### src/intc_pkg.sv
package intc_pkg;

    localparam int NUM_SRC = 10;
    localparam int SRC_W = 4;
    localparam int LVL_W = 2;
    localparam int NUM_LVL = 4;
    localparam int VEC_W = 16;
    localparam int REG_W = 8;
    localparam int BIT_W = 3;

    // one machine cycle is six cpu clocks
    localparam int MC_CLOCKS = 6;
    localparam logic [2:0] MC_LAST = 3'(MC_CLOCKS - 1);
    localparam logic [2:0] MC_RESET = 3'h0;

    localparam int GLOBAL_EN_BIT = 7;

    // sources in arbitration rank order, index 0 ranks highest
    typedef enum logic [SRC_W-1:0] {
        SRC_EXT0,
        SRC_BROWNOUT,
        SRC_WATCHDOG,
        SRC_TIMER0,
        SRC_TWOWIRE,
        SRC_KEYPAD,
        SRC_COMP1,
        SRC_TIMER1,
        SRC_SERIAL,
        SRC_BUS_TIMEOUT
    } src_id_t;

    // set where the source's enable and priority bits live in bank b
    localparam logic [NUM_SRC-1:0] SRC_IN_B = 10'h270;
    localparam logic [NUM_SRC-1:0][BIT_W-1:0] SRC_BIT = {
        3'h7, 3'h4, 3'h3, 3'h5, 3'h1, 3'h0, 3'h1, 3'h6, 3'h5, 3'h0
    };
    localparam logic [NUM_SRC-1:0][VEC_W-1:0] SRC_VECTOR = {
        16'h0073, 16'h0023, 16'h001B, 16'h0063, 16'h003B,
        16'h0033, 16'h000B, 16'h0053, 16'h002B, 16'h0003
    };
    // sources allowed to end power down
    localparam logic [NUM_SRC-1:0] WAKE_CAPABLE = 10'h067;

    localparam logic [VEC_W-1:0] VECTOR_RESET = 16'h0000;
    localparam logic [NUM_LVL-1:0] IN_SERVICE_RESET = 4'h0;
    localparam logic FLAG_RESET = 1'b0;
    localparam logic SAMPLE_RESET = 1'b1;

    typedef struct packed {
        logic timer0OverflowFlag;
        logic timer1OverflowFlag;
        logic serialTxFlag;
        logic serialRxFlag;
        logic brownoutFlag;
        logic twowireAttentionFlag;
        logic keypadFlag;
        logic watchdogOverflowFlag;
        logic comparator1Flag;
        logic busTimeoutFlag;
    } src_flags_t;

    typedef struct packed {
        logic request;
        logic [VEC_W-1:0] vector;
        logic [SRC_W-1:0] source;
        logic [LVL_W-1:0] level;
    } cpu_resp_t;

endpackage

### src/ext_int_detect.sv
`timescale 1ns/1ps
module ext_int_detect
    import intc_pkg::*;
(
    input wire logic clk,
    input wire logic rst,
    input wire logic extIntPin,
    input wire logic sampleTick,
    input wire logic extIntEdgeSelect,
    input wire logic hwClear,
    output logic extIntRequestFlag
);

    logic pinMeta;
    logic pinSync;
    logic samplePrev;
    logic next_samplePrev;
    logic next_flag;
    logic fallSeen;

    ////////////////////////////////////////////////////////////////////////
    // pin synchroniser

    always_ff @(posedge clk)
    begin
        if (rst)
        begin
            pinMeta <= SAMPLE_RESET;
            pinSync <= SAMPLE_RESET;
        end
        else
        begin
            pinMeta <= extIntPin;
            pinSync <= pinMeta;
        end
    end

    ////////////////////////////////////////////////////////////////////////
    // sampling and flag

    assign fallSeen = sampleTick && samplePrev && !pinSync;

    always_comb
    begin
        next_samplePrev = samplePrev;
        next_flag = extIntRequestFlag;
        if (sampleTick)
            next_samplePrev = pinSync;
        if (!extIntEdgeSelect)
        begin
            if (sampleTick)
                next_flag = !pinSync;
        end
        else
        begin
            if (hwClear)
                next_flag = 1'b0;
            if (fallSeen)
                next_flag = 1'b1;
        end
    end

    always_ff @(posedge clk)
    begin
        if (rst)
        begin
            samplePrev <= SAMPLE_RESET;
            extIntRequestFlag <= FLAG_RESET;
        end
        else
        begin
            samplePrev <= next_samplePrev;
            extIntRequestFlag <= next_flag;
        end
    end
endmodule

### src/prio_arbiter.sv
`timescale 1ns/1ps
module prio_arbiter
    import intc_pkg::*;
#(
    parameter int N = NUM_SRC
)
(
    input wire logic [N-1:0] req,
    input wire logic [N-1:0][LVL_W-1:0] levels,
    output logic winValid,
    output logic [SRC_W-1:0] winner,
    output logic [LVL_W-1:0] winLevel
);

    logic [N-1:0] higherSeen;
    logic [N-1:0] earlierSeen;

    always_comb
    begin
        winValid = 1'b0;
        winner = '0;
        winLevel = '0;
        for (int i = N - 1; i >= 0; i--)
        begin
            if (req[i] && (!winValid || levels[i] >= winLevel))
            begin
                winValid = 1'b1;
                winner = SRC_W'(i);
                winLevel = levels[i];
            end
        end
    end

    // helpers for the checks below
    for (genvar g = 0; g < N; g++)
    begin : gBeat
        assign higherSeen[g] = req[g] && levels[g] > winLevel;
        assign earlierSeen[g] = req[g] && levels[g] == winLevel
            && SRC_W'(g) < winner;
    end

    always_comb
    begin
        AST_LEVEL_FIRST: assert final (!winValid || higherSeen == '0)
            else $error("lower level chosen over higher");
        AST_RANK_TIE: assert final (!winValid || earlierSeen == '0)
            else $error("tie not broken by rank");
    end

endmodule

### src/prioritized_interrupt_controller.sv
`timescale 1ns/1ps
module prioritized_interrupt_controller
    import intc_pkg::*;
(
    input wire logic clk,
    input wire logic rst,
    input wire logic extIntPin,
    input wire logic extIntEdgeSelect,
    input wire logic [REG_W-1:0] intEnableRegA,
    input wire logic [REG_W-1:0] intEnableRegB,
    input wire logic [REG_W-1:0] intPrioLowA,
    input wire logic [REG_W-1:0] intPrioHighA,
    input wire logic [REG_W-1:0] intPrioLowB,
    input wire logic [REG_W-1:0] intPrioHighB,
    input wire src_flags_t srcFlags,
    input wire logic vectorTaken,
    input wire logic serviceDone,
    output cpu_resp_t cpuResp,
    output logic extIntRequestFlag,
    output logic [NUM_LVL-1:0] inService,
    output logic wakeFromIdle,
    output logic wakeFromPowerDown
);

    logic [2:0] mcPhase;
    logic [2:0] next_mcPhase;
    logic sampleTick;
    logic globalIntEnable;
    logic [NUM_SRC-1:0] rawReq;
    logic [NUM_SRC-1:0] enabled;
    logic [NUM_SRC-1:0] req;
    logic [NUM_SRC-1:0][LVL_W-1:0] levels;
    logic winValid;
    logic [SRC_W-1:0] winner;
    logic [LVL_W-1:0] winLevel;
    logic [LVL_W-1:0] topLevel;
    logic anyInService;
    logic preemptOk;
    logic hwClear;
    logic [NUM_LVL-1:0] next_inService;
    cpu_resp_t next_cpuResp;
    logic next_wakeFromIdle;
    logic next_wakeFromPowerDown;

    ////////////////////////////////////////////////////////////////////////
    // machine cycle timing

    always_comb
    begin
        if (mcPhase == MC_LAST)
            next_mcPhase = MC_RESET;
        else
            next_mcPhase = mcPhase + 3'h1;
    end

    always_ff @(posedge clk)
    begin
        if (rst)
            mcPhase <= MC_RESET;
        else
            mcPhase <= next_mcPhase;
    end

    assign sampleTick = mcPhase == MC_LAST;

    ////////////////////////////////////////////////////////////////////////
    // external interrupt pin

    // only a taken external vector clears
    assign hwClear = vectorTaken && cpuResp.source == SRC_EXT0;

    ext_int_detect uExtInt (
        .clk(clk),
        .rst(rst),
        .extIntPin(extIntPin),
        .sampleTick(sampleTick),
        .extIntEdgeSelect(extIntEdgeSelect),
        .hwClear(hwClear),
        .extIntRequestFlag(extIntRequestFlag)
    );

    ////////////////////////////////////////////////////////////////////////
    // request sources

    always_comb
    begin
        rawReq = '0;
        rawReq[SRC_EXT0] = extIntRequestFlag;
        rawReq[SRC_BROWNOUT] = srcFlags.brownoutFlag;
        rawReq[SRC_WATCHDOG] = srcFlags.watchdogOverflowFlag;
        rawReq[SRC_TIMER0] = srcFlags.timer0OverflowFlag;
        rawReq[SRC_TWOWIRE] = srcFlags.twowireAttentionFlag;
        rawReq[SRC_KEYPAD] = srcFlags.keypadFlag;
        rawReq[SRC_COMP1] = srcFlags.comparator1Flag;
        rawReq[SRC_TIMER1] = srcFlags.timer1OverflowFlag;
        rawReq[SRC_SERIAL] = srcFlags.serialTxFlag
            || srcFlags.serialRxFlag;
        rawReq[SRC_BUS_TIMEOUT] = srcFlags.busTimeoutFlag;
    end

    for (genvar g = 0; g < NUM_SRC; g++)
    begin : gSrc
        // enable from bank a or b
        assign enabled[g] = SRC_IN_B[g] ? intEnableRegB[SRC_BIT[g]]
            : intEnableRegA[SRC_BIT[g]];
        // each source picks its own level
        assign levels[g] = SRC_IN_B[g]
            ? {intPrioHighB[SRC_BIT[g]], intPrioLowB[SRC_BIT[g]]}
            : {intPrioHighA[SRC_BIT[g]], intPrioLowA[SRC_BIT[g]]};
    end

    assign globalIntEnable = intEnableRegA[GLOBAL_EN_BIT];

    assign req = rawReq & enabled & {NUM_SRC{globalIntEnable}};

    ////////////////////////////////////////////////////////////////////////
    // arbitration

    prio_arbiter #(
        .N(NUM_SRC)
    ) uArb (
        .req(req),
        .levels(levels),
        .winValid(winValid),
        .winner(winner),
        .winLevel(winLevel)
    );

    // highest level now being serviced
    always_comb
    begin
        topLevel = '0;
        for (int i = 0; i < NUM_LVL; i++)
        begin
            if (inService[i])
                topLevel = LVL_W'(i);
        end
    end

    assign anyInService = inService != '0;

    assign preemptOk = !anyInService || winLevel > topLevel;

    ////////////////////////////////////////////////////////////////////////
    // in-service levels

    always_comb
    begin
        next_inService = inService;
        // returning ends the innermost service
        if (serviceDone)
            next_inService[topLevel] = 1'b0;
        if (vectorTaken)
            next_inService[cpuResp.level] = 1'b1;
    end

    always_ff @(posedge clk)
    begin
        if (rst)
            inService <= IN_SERVICE_RESET;
        else
            inService <= next_inService;
    end

    ////////////////////////////////////////////////////////////////////////
    // request to the cpu

    always_comb
    begin
        next_cpuResp = cpuResp;
        next_cpuResp.request = 1'b0;
        if (sampleTick && winValid)
        begin
            next_cpuResp.request = preemptOk;
            next_cpuResp.vector = SRC_VECTOR[winner];
            next_cpuResp.source = winner;
            next_cpuResp.level = winLevel;
        end
    end

    always_ff @(posedge clk)
    begin
        if (rst)
        begin
            cpuResp.request <= 1'b0;
            cpuResp.vector <= VECTOR_RESET;
            cpuResp.source <= SRC_EXT0;
            cpuResp.level <= '0;
        end
        else
            cpuResp <= next_cpuResp;
    end

    ////////////////////////////////////////////////////////////////////////
    // wakeup

    always_comb
    begin
        next_wakeFromIdle = |(rawReq & enabled);
        next_wakeFromPowerDown = |(rawReq & enabled & WAKE_CAPABLE);
    end

    always_ff @(posedge clk)
    begin
        if (rst)
        begin
            wakeFromIdle <= 1'b0;
            wakeFromPowerDown <= 1'b0;
        end
        else
        begin
            wakeFromIdle <= next_wakeFromIdle;
            wakeFromPowerDown <= next_wakeFromPowerDown;
        end
    end
endmodule

### config.mk
export PLATFORM = sky130hd
export DESIGN_NAME = prioritized_interrupt_controller
export DESIGN_NICKNAME = d
export VERILOG_FILES = /design/src/intc_pkg.sv /design/src/ext_int_detect.sv /design/src/prio_arbiter.sv /design/src/prioritized_interrupt_controller.sv
export SDC_FILE = /design/constraint.sdc
export NUM_CORES = 1
export LEC_CHECK = 0
export BUFFER_PORTS_ARGS = -buffer_cell sky130_fd_sc_hd__buf_2
export CORE_ASPECT_RATIO = 1.4
export CORE_MARGIN = 4
export CORE_UTILIZATION = 41
export CTS_CLUSTER_DIAMETER = 80
export CTS_CLUSTER_SIZE = 14
export DETAILED_ROUTE_END_ITERATION = 10
export PLACE_DENSITY = 0.74
export SYNTH_ARGS = -nofsm -noshare
export SYNTH_HDL_FRONTEND = slang
export SYNTH_SLANG_ARGS = --single-unit
### constraint.sdc
create_clock -name clk -period 12.15 [get_ports clk]
set_input_delay 0.6075 -clock clk [delete_from_list [all_inputs] [get_ports clk]]
set_output_delay 0.6075 -clock clk [all_outputs]
set_load 0.05 [all_outputs]
# Yosys cells after proc, flatten, opt, wreduce, memory -nomap -nowiden
# Memory sizes are Yosys's and may differ from the RTL's. A register that Yosys moved wholly into a read port is not among the register bits.
# Index checks and enable logic that the tools add are counted.
dict set report totals {
  mem_count 1
  inputBits 64
  out_inout_bits 30
  romBits 256
  ff_bits 20
  wordCells 123
}
# memory depth width rd rd_clocked_by_memory_dff write_ports line_no
set memory_table {}
lappend memory_table {{(name not given)} 16 16 1 1 0 prioritized_interrupt_controller.sv:175} ;# next_cpuResp.vector = SRC_VECTOR[winner];
dict set report classes {
  eq_ne 2
  bitwise 6
  reduce_logical 45
  n_mux 43
  order_cmp 14
  addsub 1
}
# operator n
set ops {}
lappend ops {{two-way mux 4 bit} 12}
lappend ops {{two-way mux 2 bit} 12}
lappend ops {{AND 10 bit} 2}
lappend ops {{>= comparator 2 bit} 9}
lappend ops {{two-way mux 1 bit} 17}
lappend ops {{logical AND 1 bit} 15}
lappend ops {{logical NOT 1 bit} 11}
lappend ops {{logical OR 1 bit} 11}
lappend ops {{OR reduction 10 bit} 1}
lappend ops {{< comparator 2 x 3 -> 1 bit (second input constant)} 2}
lappend ops {{OR reduction 5 bit} 1}
lappend ops {{AND 4 bit} 1}
lappend ops {{demux 1 bit (select 2 bit)} 2}
lappend ops {{>= comparator 2 x 1 -> 1 bit (second input constant)} 2}
lappend ops {{logical NOT 4 bit} 1}
lappend ops {{NOT 4 bit} 1}
lappend ops {{bitwise OR 4 bit} 1}
lappend ops {{nonzero test 4 bit} 1}
lappend ops {{OR reduction 2 bit} 2}
lappend ops {{adder 3 x 1 -> 3 bit (second input constant)} 1}
lappend ops {{equality test 3 bit (second input constant)} 1}
lappend ops {{inequality test 3 x 1 -> 1 bit (second input constant)} 1}
lappend ops {{greater-than comparator 2 bit} 1}
lappend ops {{AND reduction 2 bit} 1}
lappend ops {{2 further kinds} 2}

# Longest topological paths before layout
# Gate-level depths: netlist of the first run.
dict set report logic_depth {
  ltp_word 43
  depth_mapped 68
  ltp_nobuf 66
}

# By module
# From an unflattened synthesis of the first run, not the netlist that was laid out.
dict set report unflattened {
  hier_cells 270
  area_unflattened_um2 2099.5
}
# module n_inst cells_per_inst area_each_um2
set modules_own_cells {}
lappend modules_own_cells {prioritized_interrupt_controller 1 129 1058.5}
lappend modules_own_cells {prio_arbiter 1 128 897.1}
lappend modules_own_cells {ext_int_detect 1 13 143.9}

# Worst setup path before layout of the first run
# Ideal clock, no wire load.
dict set report synth_timing {
  path_kind {input port to flip-flop}
  startpoint {in intEnableRegA[7]}
  endpoint {reg cpuResp[22] (netlist bit)}
  setup_slack_ns 0.024
  t_arrival_ns 12.048
  required_time_ns 12.072
  path_stages 62
  cell_sequence {clkbuf_1 -> clkbuf_1 -> inv_1 -> nor3_1 -> ha_1 -> nand2b_1 -> a211oi_2 -> o21ai_0 -> a21oi_1 -> ha_1 -> nand2b_1 -> a221oi_4 -> nor2_2 -> mux2_2 -> ha_1 -> nand2b_1 -> a221oi_2 -> nor2_2 -> [26 not listed] -> o21ai_0 -> a21oi_1 -> o211ai_1 -> nand2_1 -> inv_1 -> o21ai_0 -> ha_1 -> nand2b_1 -> a21oi_1 -> o21ai_0 -> nand4_1 -> a21boi_0 -> a21boi_2 -> or2_1 -> ha_1 -> a21oi_1 -> a21oi_1 -> nor3_1}
}
dict set report synth_between {
  elab_chain_len 41
  word_cells_on_any_way 62
  cone_classes {10 x order compare; 20 x mux; 2 x bitwise; 30 x reduce/logical}
}
# element line_no
set synth_rtl {}
lappend synth_rtl {{start: declaration} prioritized_interrupt_controller.sv:9} ;# input wire logic [REG_W-1:0] intEnableRegA,
lappend synth_rtl {{AND 10 bit (*)} prioritized_interrupt_controller.sv:114} ;# assign req = rawReq & enabled & {NUM_SRC{globalIntEnable}};
lappend synth_rtl {{parallel branches: the longest is 40 deep, another holds >= comparator 2 bit} --}
lappend synth_rtl {{end signal: assignment} prioritized_interrupt_controller.sv:191} ;# cpuResp <= next_cpuResp;
lappend synth_rtl {{end: declaration} prioritized_interrupt_controller.sv:18} ;# output cpu_resp_t cpuResp,
# Every way passes the cells marked *.
# A chain may end at the register's enable or synchronous reset.

# Final worst setup path of the first run
# Ends and elaborated chain as after synthesis.

==> qor.yml, run 1 <==
cts:
  cts_tree: "yes"
  htree_num_levels: 1
  holdBufCountCts: 0
  cts.sinks: 25
  insertion_delay_ns: 0.26
  cts_buffer_depth: 2
  cts_root_buf: "clkbuf_8"
  clk_pin_slew_ns: 0.08
  tritoncts.num_buffers: 3
logic_synthesis:
  synth_top_area_share_pct: 22.68
  synth_seq_area_share_pct: 22.68
  yosysMostFrequentCell: "inv_1"
  synth.avg_cell_area_um2: 7.690
  netlist_area_um2: 2207
  synth-main-ff-cell: "dfxtp_1"
  synth_cell_types: 62
  syn_inst: 287
  ys_top_cells_by_area: "dfxtp_1 23%, ha_1 11%, a21oi_1 5.7%, inv_1 4.4%, nand2_1 4.3%"
  yosys_warnings: 0
  synthTopCellsByCount: "26 x inv_1, 25 x a21oi_1, 25 x dfxtp_1, 25 x nand2_1, 23 x nor2_1"
  ys_seq_elements: 25
  synthArstFlopShare_pct: 0
  yosys.area.top_type: "dfxtp_1"
  synth_edf_count: 0
timing:
  tns_ns: 0
  slew_violations: 0
  skew_ns: 0.001856
  slew_headroom_pct: 66.81
  hold_ws_ns: 0.4214
  tightestPinTransition_ns: 0.4933
  fin_crit_sh_pct: 93.19
  post-route-min-period_ns: 11.32
  setup_viol: 0
  final_hold_viol_count: 0
  max_freq_mhz: 88.32
pwr:
  power.switching_uw: 76.07
  pwr-share-seq_pct: 38.6
  internal_power_uw: 144.7
  p_leak_nw: 1.322
  vdd_ir_drop_max_mv: 0.03757
  p_per_area_nw_per_um2: 78.41
  clockPowerShare_pct: 21.2
  sw_frac_of_total_pct: 34.46
  combPwrFrac_pct: 40.2
routing:
  routedWlPerCell_um: 12.66
  vias: 2282
  drt_iter0_drc: 147
  routed_via_density: 5.270
  drc: 0
  drt_first_pass_iters: 4
  postRouteAntennaNets: 0
  drt_wl_total_um: 5482
critical_path:
  startpoint_type: "input pin"
  crit_fanout: 8
  r2r_start: "mcPhase[0]$_SDFF_PP0_"
  critPathLaunch: "intEnableRegA[7]"
  crit_buf_inv: 6
  critPathSlowestCell: "a221o_1"
  timing.setup.critical_path_class: "input pin to flop"
  cp_top_family: "compound AO/OA/AOI/OAI gates"
  worst_setup_path_end_kind: "flop"
  worstPathArrival_ns: 11.47
  cp.required_ns: 12.29
  critical-path-max-stage-delay_ns: 0.42
  cpMostUsedCell: "ha_1"
  reg2reg_setup_slack_ns: 10.31
floorplan:
  die_w_um: 70.01
  dieArea_um2: 6638
  start_util_pct: 42.47
  rows: 31
  ios: 94
  die_h_um: 94.82
  core_area_um2: 5197
final_layout:
  layout-drive-gt1-share_pct: 33.79
  fin_cells: 433
  final_net_count: 451
  area_growth_pct: 27.55
  num_antenna_cells: 0
grt:
  grt_pass1_vias: 2135
  grt-ovfl-total: 0
  grt_pass1_wl_um: 8873
  grt_max_degree: 28
  grt_antenna_before_repair: 0
  grt_usage_pct: 16.01
job:
  drv_cap: 0
min_path:
  hp-class: "flop to flop"
  min-delay-start: "uExtInt.pinMeta$_SDFF_PP1_"
outcome:
  status: "completed"
placed_design:
  io_buffer_count: 66
  dp_hpwl_um: 4585
  dp.cells: 424
  gp_congestion: 0.9145
per-layer routing:
metal	GRT usage (%)	up-vias	wire, um
met4	6.869	0	97
met1	17.21	1026	2190
met5	0	-	0
met2	30.60	77	2850
li1	-	1171	-
met3	2.556	8	344
logic make-up (layout without fill, tap and decap cells):
kind of cell | Yosys count | after routing | synth area share [%]
fa+ha+maj | 20 | 20 | 11.22
mux | 3 | 3 | 1.474
simple gates | 114 | 114 | 26.59
flops | 25 | 25 | 22.68
buf+inv | 44 | 115 | 9.354
compound gates | 80 | 80 | 28.52
other cells | 1 | 10 | 0.1699
worst paths after layout:
check / cells past startpoint / end
setup / recovery: 66 / cpuResp[22]$_SDFF_PP0_
hold / removal: 1 / uExtInt.pinSync$_SDFF_PP1_
setup reg to reg: 5 / cpuResp[4]$_SDFFE_PP0P_
hold reg to reg: 1 / uExtInt.pinSync$_SDFF_PP1_
cells in the final DEF (no fill, tap or decap), drive strengths merged, types with 2 or more instances in the layout:
cell and n:
a211oi 3, a21boi 3, or3 3, nor3 11, o41ai 2, conb 10, and3 6, and2 2
nand2b 10, nand3 12, or2 4, o21ai 13, nor2b 4, o21a 4, nand3b 2, a21o 2
nor4 3, nand4 4, o31ai 3, inv 26, ha 19, o211ai 2, a22oi 4, a32oi 2
nand2 26, a221o 2, nor2 25, mux2 2, dfxtp 25, a221oi 4, a21oi 27, clkbuf 4
buf 85
power groups by stage:
stage                     Combinational, mW  Clock [mW]  Sequential, mW
after CTS                            0.0818      0.0496          0.0853
after detailed placement             0.0814           0          0.0872
after global placement               0.0792           0          0.0871
after floorplan                      0.0549           0          0.0906
after global routing                 0.0978      0.0513          0.0856
final                                0.0887      0.0468          0.0852
registers in the layout, indices dropped and copies added, names as in the netlist:
signal	flops
cpuResp	12
inService	4
mcPhase	3
uExtInt.extIntRequestFlag	1
uExtInt.pinMeta	1
uExtInt.pinSync	1
uExtInt.samplePrev	1
wakeFromIdle	1
wakeFromPowerDown	1
timing repair:
item / 4_1_cts / 5_1_grt
buffers inserted: 0 / 5
endpoints found under the setup margin: 0 / 11
gates resized for setup: 0 / 20
hold endpoints to repair: 0 / 0
area by class of cell:
type	instances	area (um2)
inverter	26	97.59
fill	529	2382
sequential	25	500.5
multi-input combinational	227	1613
timing repair buffer	85	476.7
tap	66	82.58
clock buffer	4	45.04
per-stage QoR:
step | cell area [um2] | setup WS, ns | power (mW) | utilization, %
2_1_floorplan | 2241 | 0.02383 | 0.1455 | -
3_3_place_gp | 2650 | 0.1590 | 0.1664 | 50.99
3_5_place_dp | 2650 | -0.08876 | 0.1686 | 50.99
4_1_cts | 2695 | 0.1564 | 0.2167 | 51.85
5_1_grt | 2815 | -0.06754 | 0.2347 | 54.16
6_report | 2815 | 0.8275 | 0.2207 | 54.16
Note: power is estimated with default switching activity, not from simulation.
==> run 2, diff against run 1 <==
--- a/config.mk
+++ b/config.mk
@@ -12,7 +12,8 @@
 export CTS_CLUSTER_DIAMETER = 80
 export CTS_CLUSTER_SIZE = 14
 export DETAILED_ROUTE_END_ITERATION = 10
-export PLACE_DENSITY = 0.74
+export PLACE_DENSITY = 0.75
 export SYNTH_ARGS = -nofsm -noshare
 export SYNTH_HDL_FRONTEND = slang
+export SYNTH_HIERARCHICAL = 1
 export SYNTH_SLANG_ARGS = --single-unit
==> qor.yml, run 2 <==
outcome:
  status: "completed"
routing:
  postRouteAntennaNets: 0  # unchanged
  routed_via_density: 5.250  # -0.38%
  drc: 0  # unchanged
  wl_met1_um: 2097  # -4.2%
  drt_first_pass_iters: 5  # +1
  met2_length_um: 2694  # -5.5%
  drt_wl_total_um: 5188  # -5.4%
  routedWlPerCell_um: 12.84  # +1.4%
  vias: 2121  # -7.1%
  met3_length_um: 363  # +5.5%
  drt_iter0_drc: 110  # -25%
  top_layer_used: "met4"
timing:
  fin_ws_ns: 0.7566  # -0.07083 ns
  setup_viol: 0  # unchanged
  max_freq_mhz: 87.77  # -0.62%
  fin_crit_sh_pct: 93.77  # +0.58 points
  slew_violations: 0  # unchanged
  tns_ns: 0  # unchanged
  hold_ws_ns: 0.4163  # -0.005151 ns
  skew_ns: 0.005951  # +0.004095 ns
  final_hold_viol_count: 0  # unchanged
  post-route-min-period_ns: 11.39  # +0.07083 ns
logic_synthesis:
  synthTopCellsByCount: "27 x nand2_1, 25 x dfxtp_1, 23 x inv_1"
  yosys_warnings: 6  # +6
  synth_cell_types: 61  # -1.6%
  synth-main-ff-cell: "dfxtp_1"
  synth_edf_count: 0  # unchanged
  ys_top_cells_by_area: "dfxtp_1 24%, ha_1 12%, a21oi_1 5.2%, nand2_1 4.8%, inv_1 4.1%"
  synth_seq_area_share_pct: 23.84  # +1.2 points
  netlist_area_um2: 2100  # -4.9%
  yosysMostFrequentCell: "nand2_1"
  synth.avg_cell_area_um2: 7.776  # +1.1%
  synth_top_area_share_pct: 23.84  # +1.2 points
  synthArstFlopShare_pct: 0  # unchanged
  ys_seq_elements: 25  # unchanged
  syn_inst: 270  # -5.9%
  yosys.area.top_type: "dfxtp_1"
final_layout:
  final_net_count: 425  # -5.8%
  layout_commonest_cell: "buf_2"
  final_cell_mix: "66 x buf_2, 27 x nand2_1, 25 x dfxtp_1"
  layout-drive-gt1-share_pct: 28.53  # -5.3 points
  num_antenna_cells: 0  # unchanged
  largestRegisters: "cpuResp (12), inService (4), mcPhase (3)"
  largest_register: "cpuResp"
  largest_reg_flops: 12  # unchanged
  area_growth_pct: 22.53
  fin_area_um2: 2572  # -8.6%
grt:
  grt_usage_pct: 16.57  # +0.56 points
  grt_pass1_vias: 2021  # -5.3%
  grt_antenna_before_repair: 0  # unchanged
  grt-ovfl-total: 0  # unchanged
  grt_pass1_wl_um: 8376  # -5.6%
  grt_max_degree: 26  # -7.1%
critical_path:
  critical-path-max-stage-delay_ns: 0.43  # about the same
  critPathSlowestCell: "mux2_2"
  crit_fanout: 8  # unchanged
  worst_setup_path_end_kind: "flop"
  crit_buf_inv: 2  # -4
  cp.required_ns: 12.38  # +0.09 ns
  startpoint_type: "input pin"
  worstPathArrival_ns: 11.62  # +0.15 ns
  timing.setup.critical_path_class: "input pin to flop"
  cp_top_family: "compound AO/OA/AOI/OAI gates"
  cpMostUsedCell: "ha_1"
floorplan:
  dieArea_um2: 6346  # -4.4%
  die_h_um: 92.67  # -2.3%
  core_area_um2: 4917  # -5.4%
  ios: 94  # unchanged
  die_w_um: 68.48  # -2.2%
  rows: 30  # -3.2%
  start_util_pct: 42.70  # +0.23 points
pwr:
  p_leak_nw: 1.284  # -2.9%
  vdd_ir_drop_max_mv: 0.04575  # +22%
  p_per_area_nw_per_um2: 86.19  # +9.9%
cts:
  tritoncts.num_buffers: 3  # unchanged
  clk_pin_slew_ns: 0.09  # about the same
  cts_root_buf: "clkbuf_8"
  holdBufCountCts: 0  # unchanged
  cts.sinks: 25  # unchanged
  cts_tree: "yes"
  insertion_delay_ns: 0.28  # +0.02 ns
  htree_num_levels: 1  # unchanged
  cts_buffer_depth: 2  # unchanged
placed_design:
  gp_congestion: 0.8410  # -8.0%
  preCtsSetupSlack_ns: 0.2161  # +0.3048 ns
  dpl_cell_area_um2: 2486  # -6.2%
  io_buffer_count: 66  # unchanged
  dp_hpwl_um: 4237  # -7.6%
job:
  drv_cap: 0  # unchanged
min_path:
  hp-class: "flop to flop"
run 2: changes by cell type in the layout (fill, tap and decap cells not counted), sizes merged, moves of 5 or more:
| cell | delta |
|---|---|
| a21oi | -5 |
| and2 | +6 |
| and3 | +5 |
| buf | -14 |
| nand3 | -9 |
| nor3 | -5 |
run 2: report_power, final:
group	switching, mW	total (mW)	internal (mW)
Sequential	0.00132	0.0856	0.0842
Clock	0.0291	0.0524	0.0233
Combinational	0.0487	0.0837	0.0351
run 2: worst reg2reg max path: cells and delay by family (launching register included):
kind | cells | cell delay (ns)
simple gates | 6 | 1.07
buf+inv | 1 | 0.15
flops | 1 | 0.38
compound gates | 2 | 0.44
run 2: kinds of logic (layout without fill, tap and decap cells):
group | Yosys count | in the layout | share of synthesized area, %
AO/OA/AOI/OAI | 73 | 73 | 24.02
adder cells (fa/ha/maj) | 20 | 20 | 11.92
buffers and inverters | 37 | 98 | 8.641
flip-flops | 25 | 25 | 23.84
multiplexers | 7 | 7 | 3.635
other | 1 | 10 | 0.1786
AND/OR/NAND/NOR | 107 | 107 | 27.77
run 2: path summary, 6_finish.rpt:
kind | startpoint | to | slack, ns | cells after the start
min | uExtInt/pinMeta$_SDFF_PP1_ | uExtInt/pinSync$_SDFF_PP1_ | 0.42 | 1
max reg2reg | uExtInt/extIntRequestFlag$_SDFFE_PP0P_ | cpuResp[10]$_SDFFE_PP0P_ | 10.06 | 9
min reg2reg | uExtInt/pinMeta$_SDFF_PP1_ | uExtInt/pinSync$_SDFF_PP1_ | 0.42 | 1
max | intEnableRegA[7] | cpuResp[10]$_SDFFE_PP0P_ | 0.76 | 56
run 2: repair_timing:
item,CTS,global route
endpoints found under the setup margin,0,6
buffers inserted,0,0
gates resized for setup,0,7
run 2: area by class of cell:
type                    instances  area [um2]
repair buffers                 71       367.9
well taps                      64       80.08
inverters                      23       86.33
fillers                       489        2345
clock buffers                   3       41.29
clock inverters                 1       7.507
multi-input cells             217        1489
flip-flops and latches         25       500.5
run 2: per-layer routing:
metal / GRT usage (%) / vias up
met5: 0 / -
met4: 3.980 / 0
met3: 3.641 / 4
met2: 29.96 / 73
met1: 18.93 / 965
li1: - / 1079
run 2: through the flow:
step	std cells	utilization, %	total power [mW]
global route	404	52.32	0.2343
detailed placement	400	50.56	0.1687
global placement	400	50.56	0.1662
floorplan	279	-	0.1482
finish	404	52.32	0.2217
CTS	404	51.55	0.2199
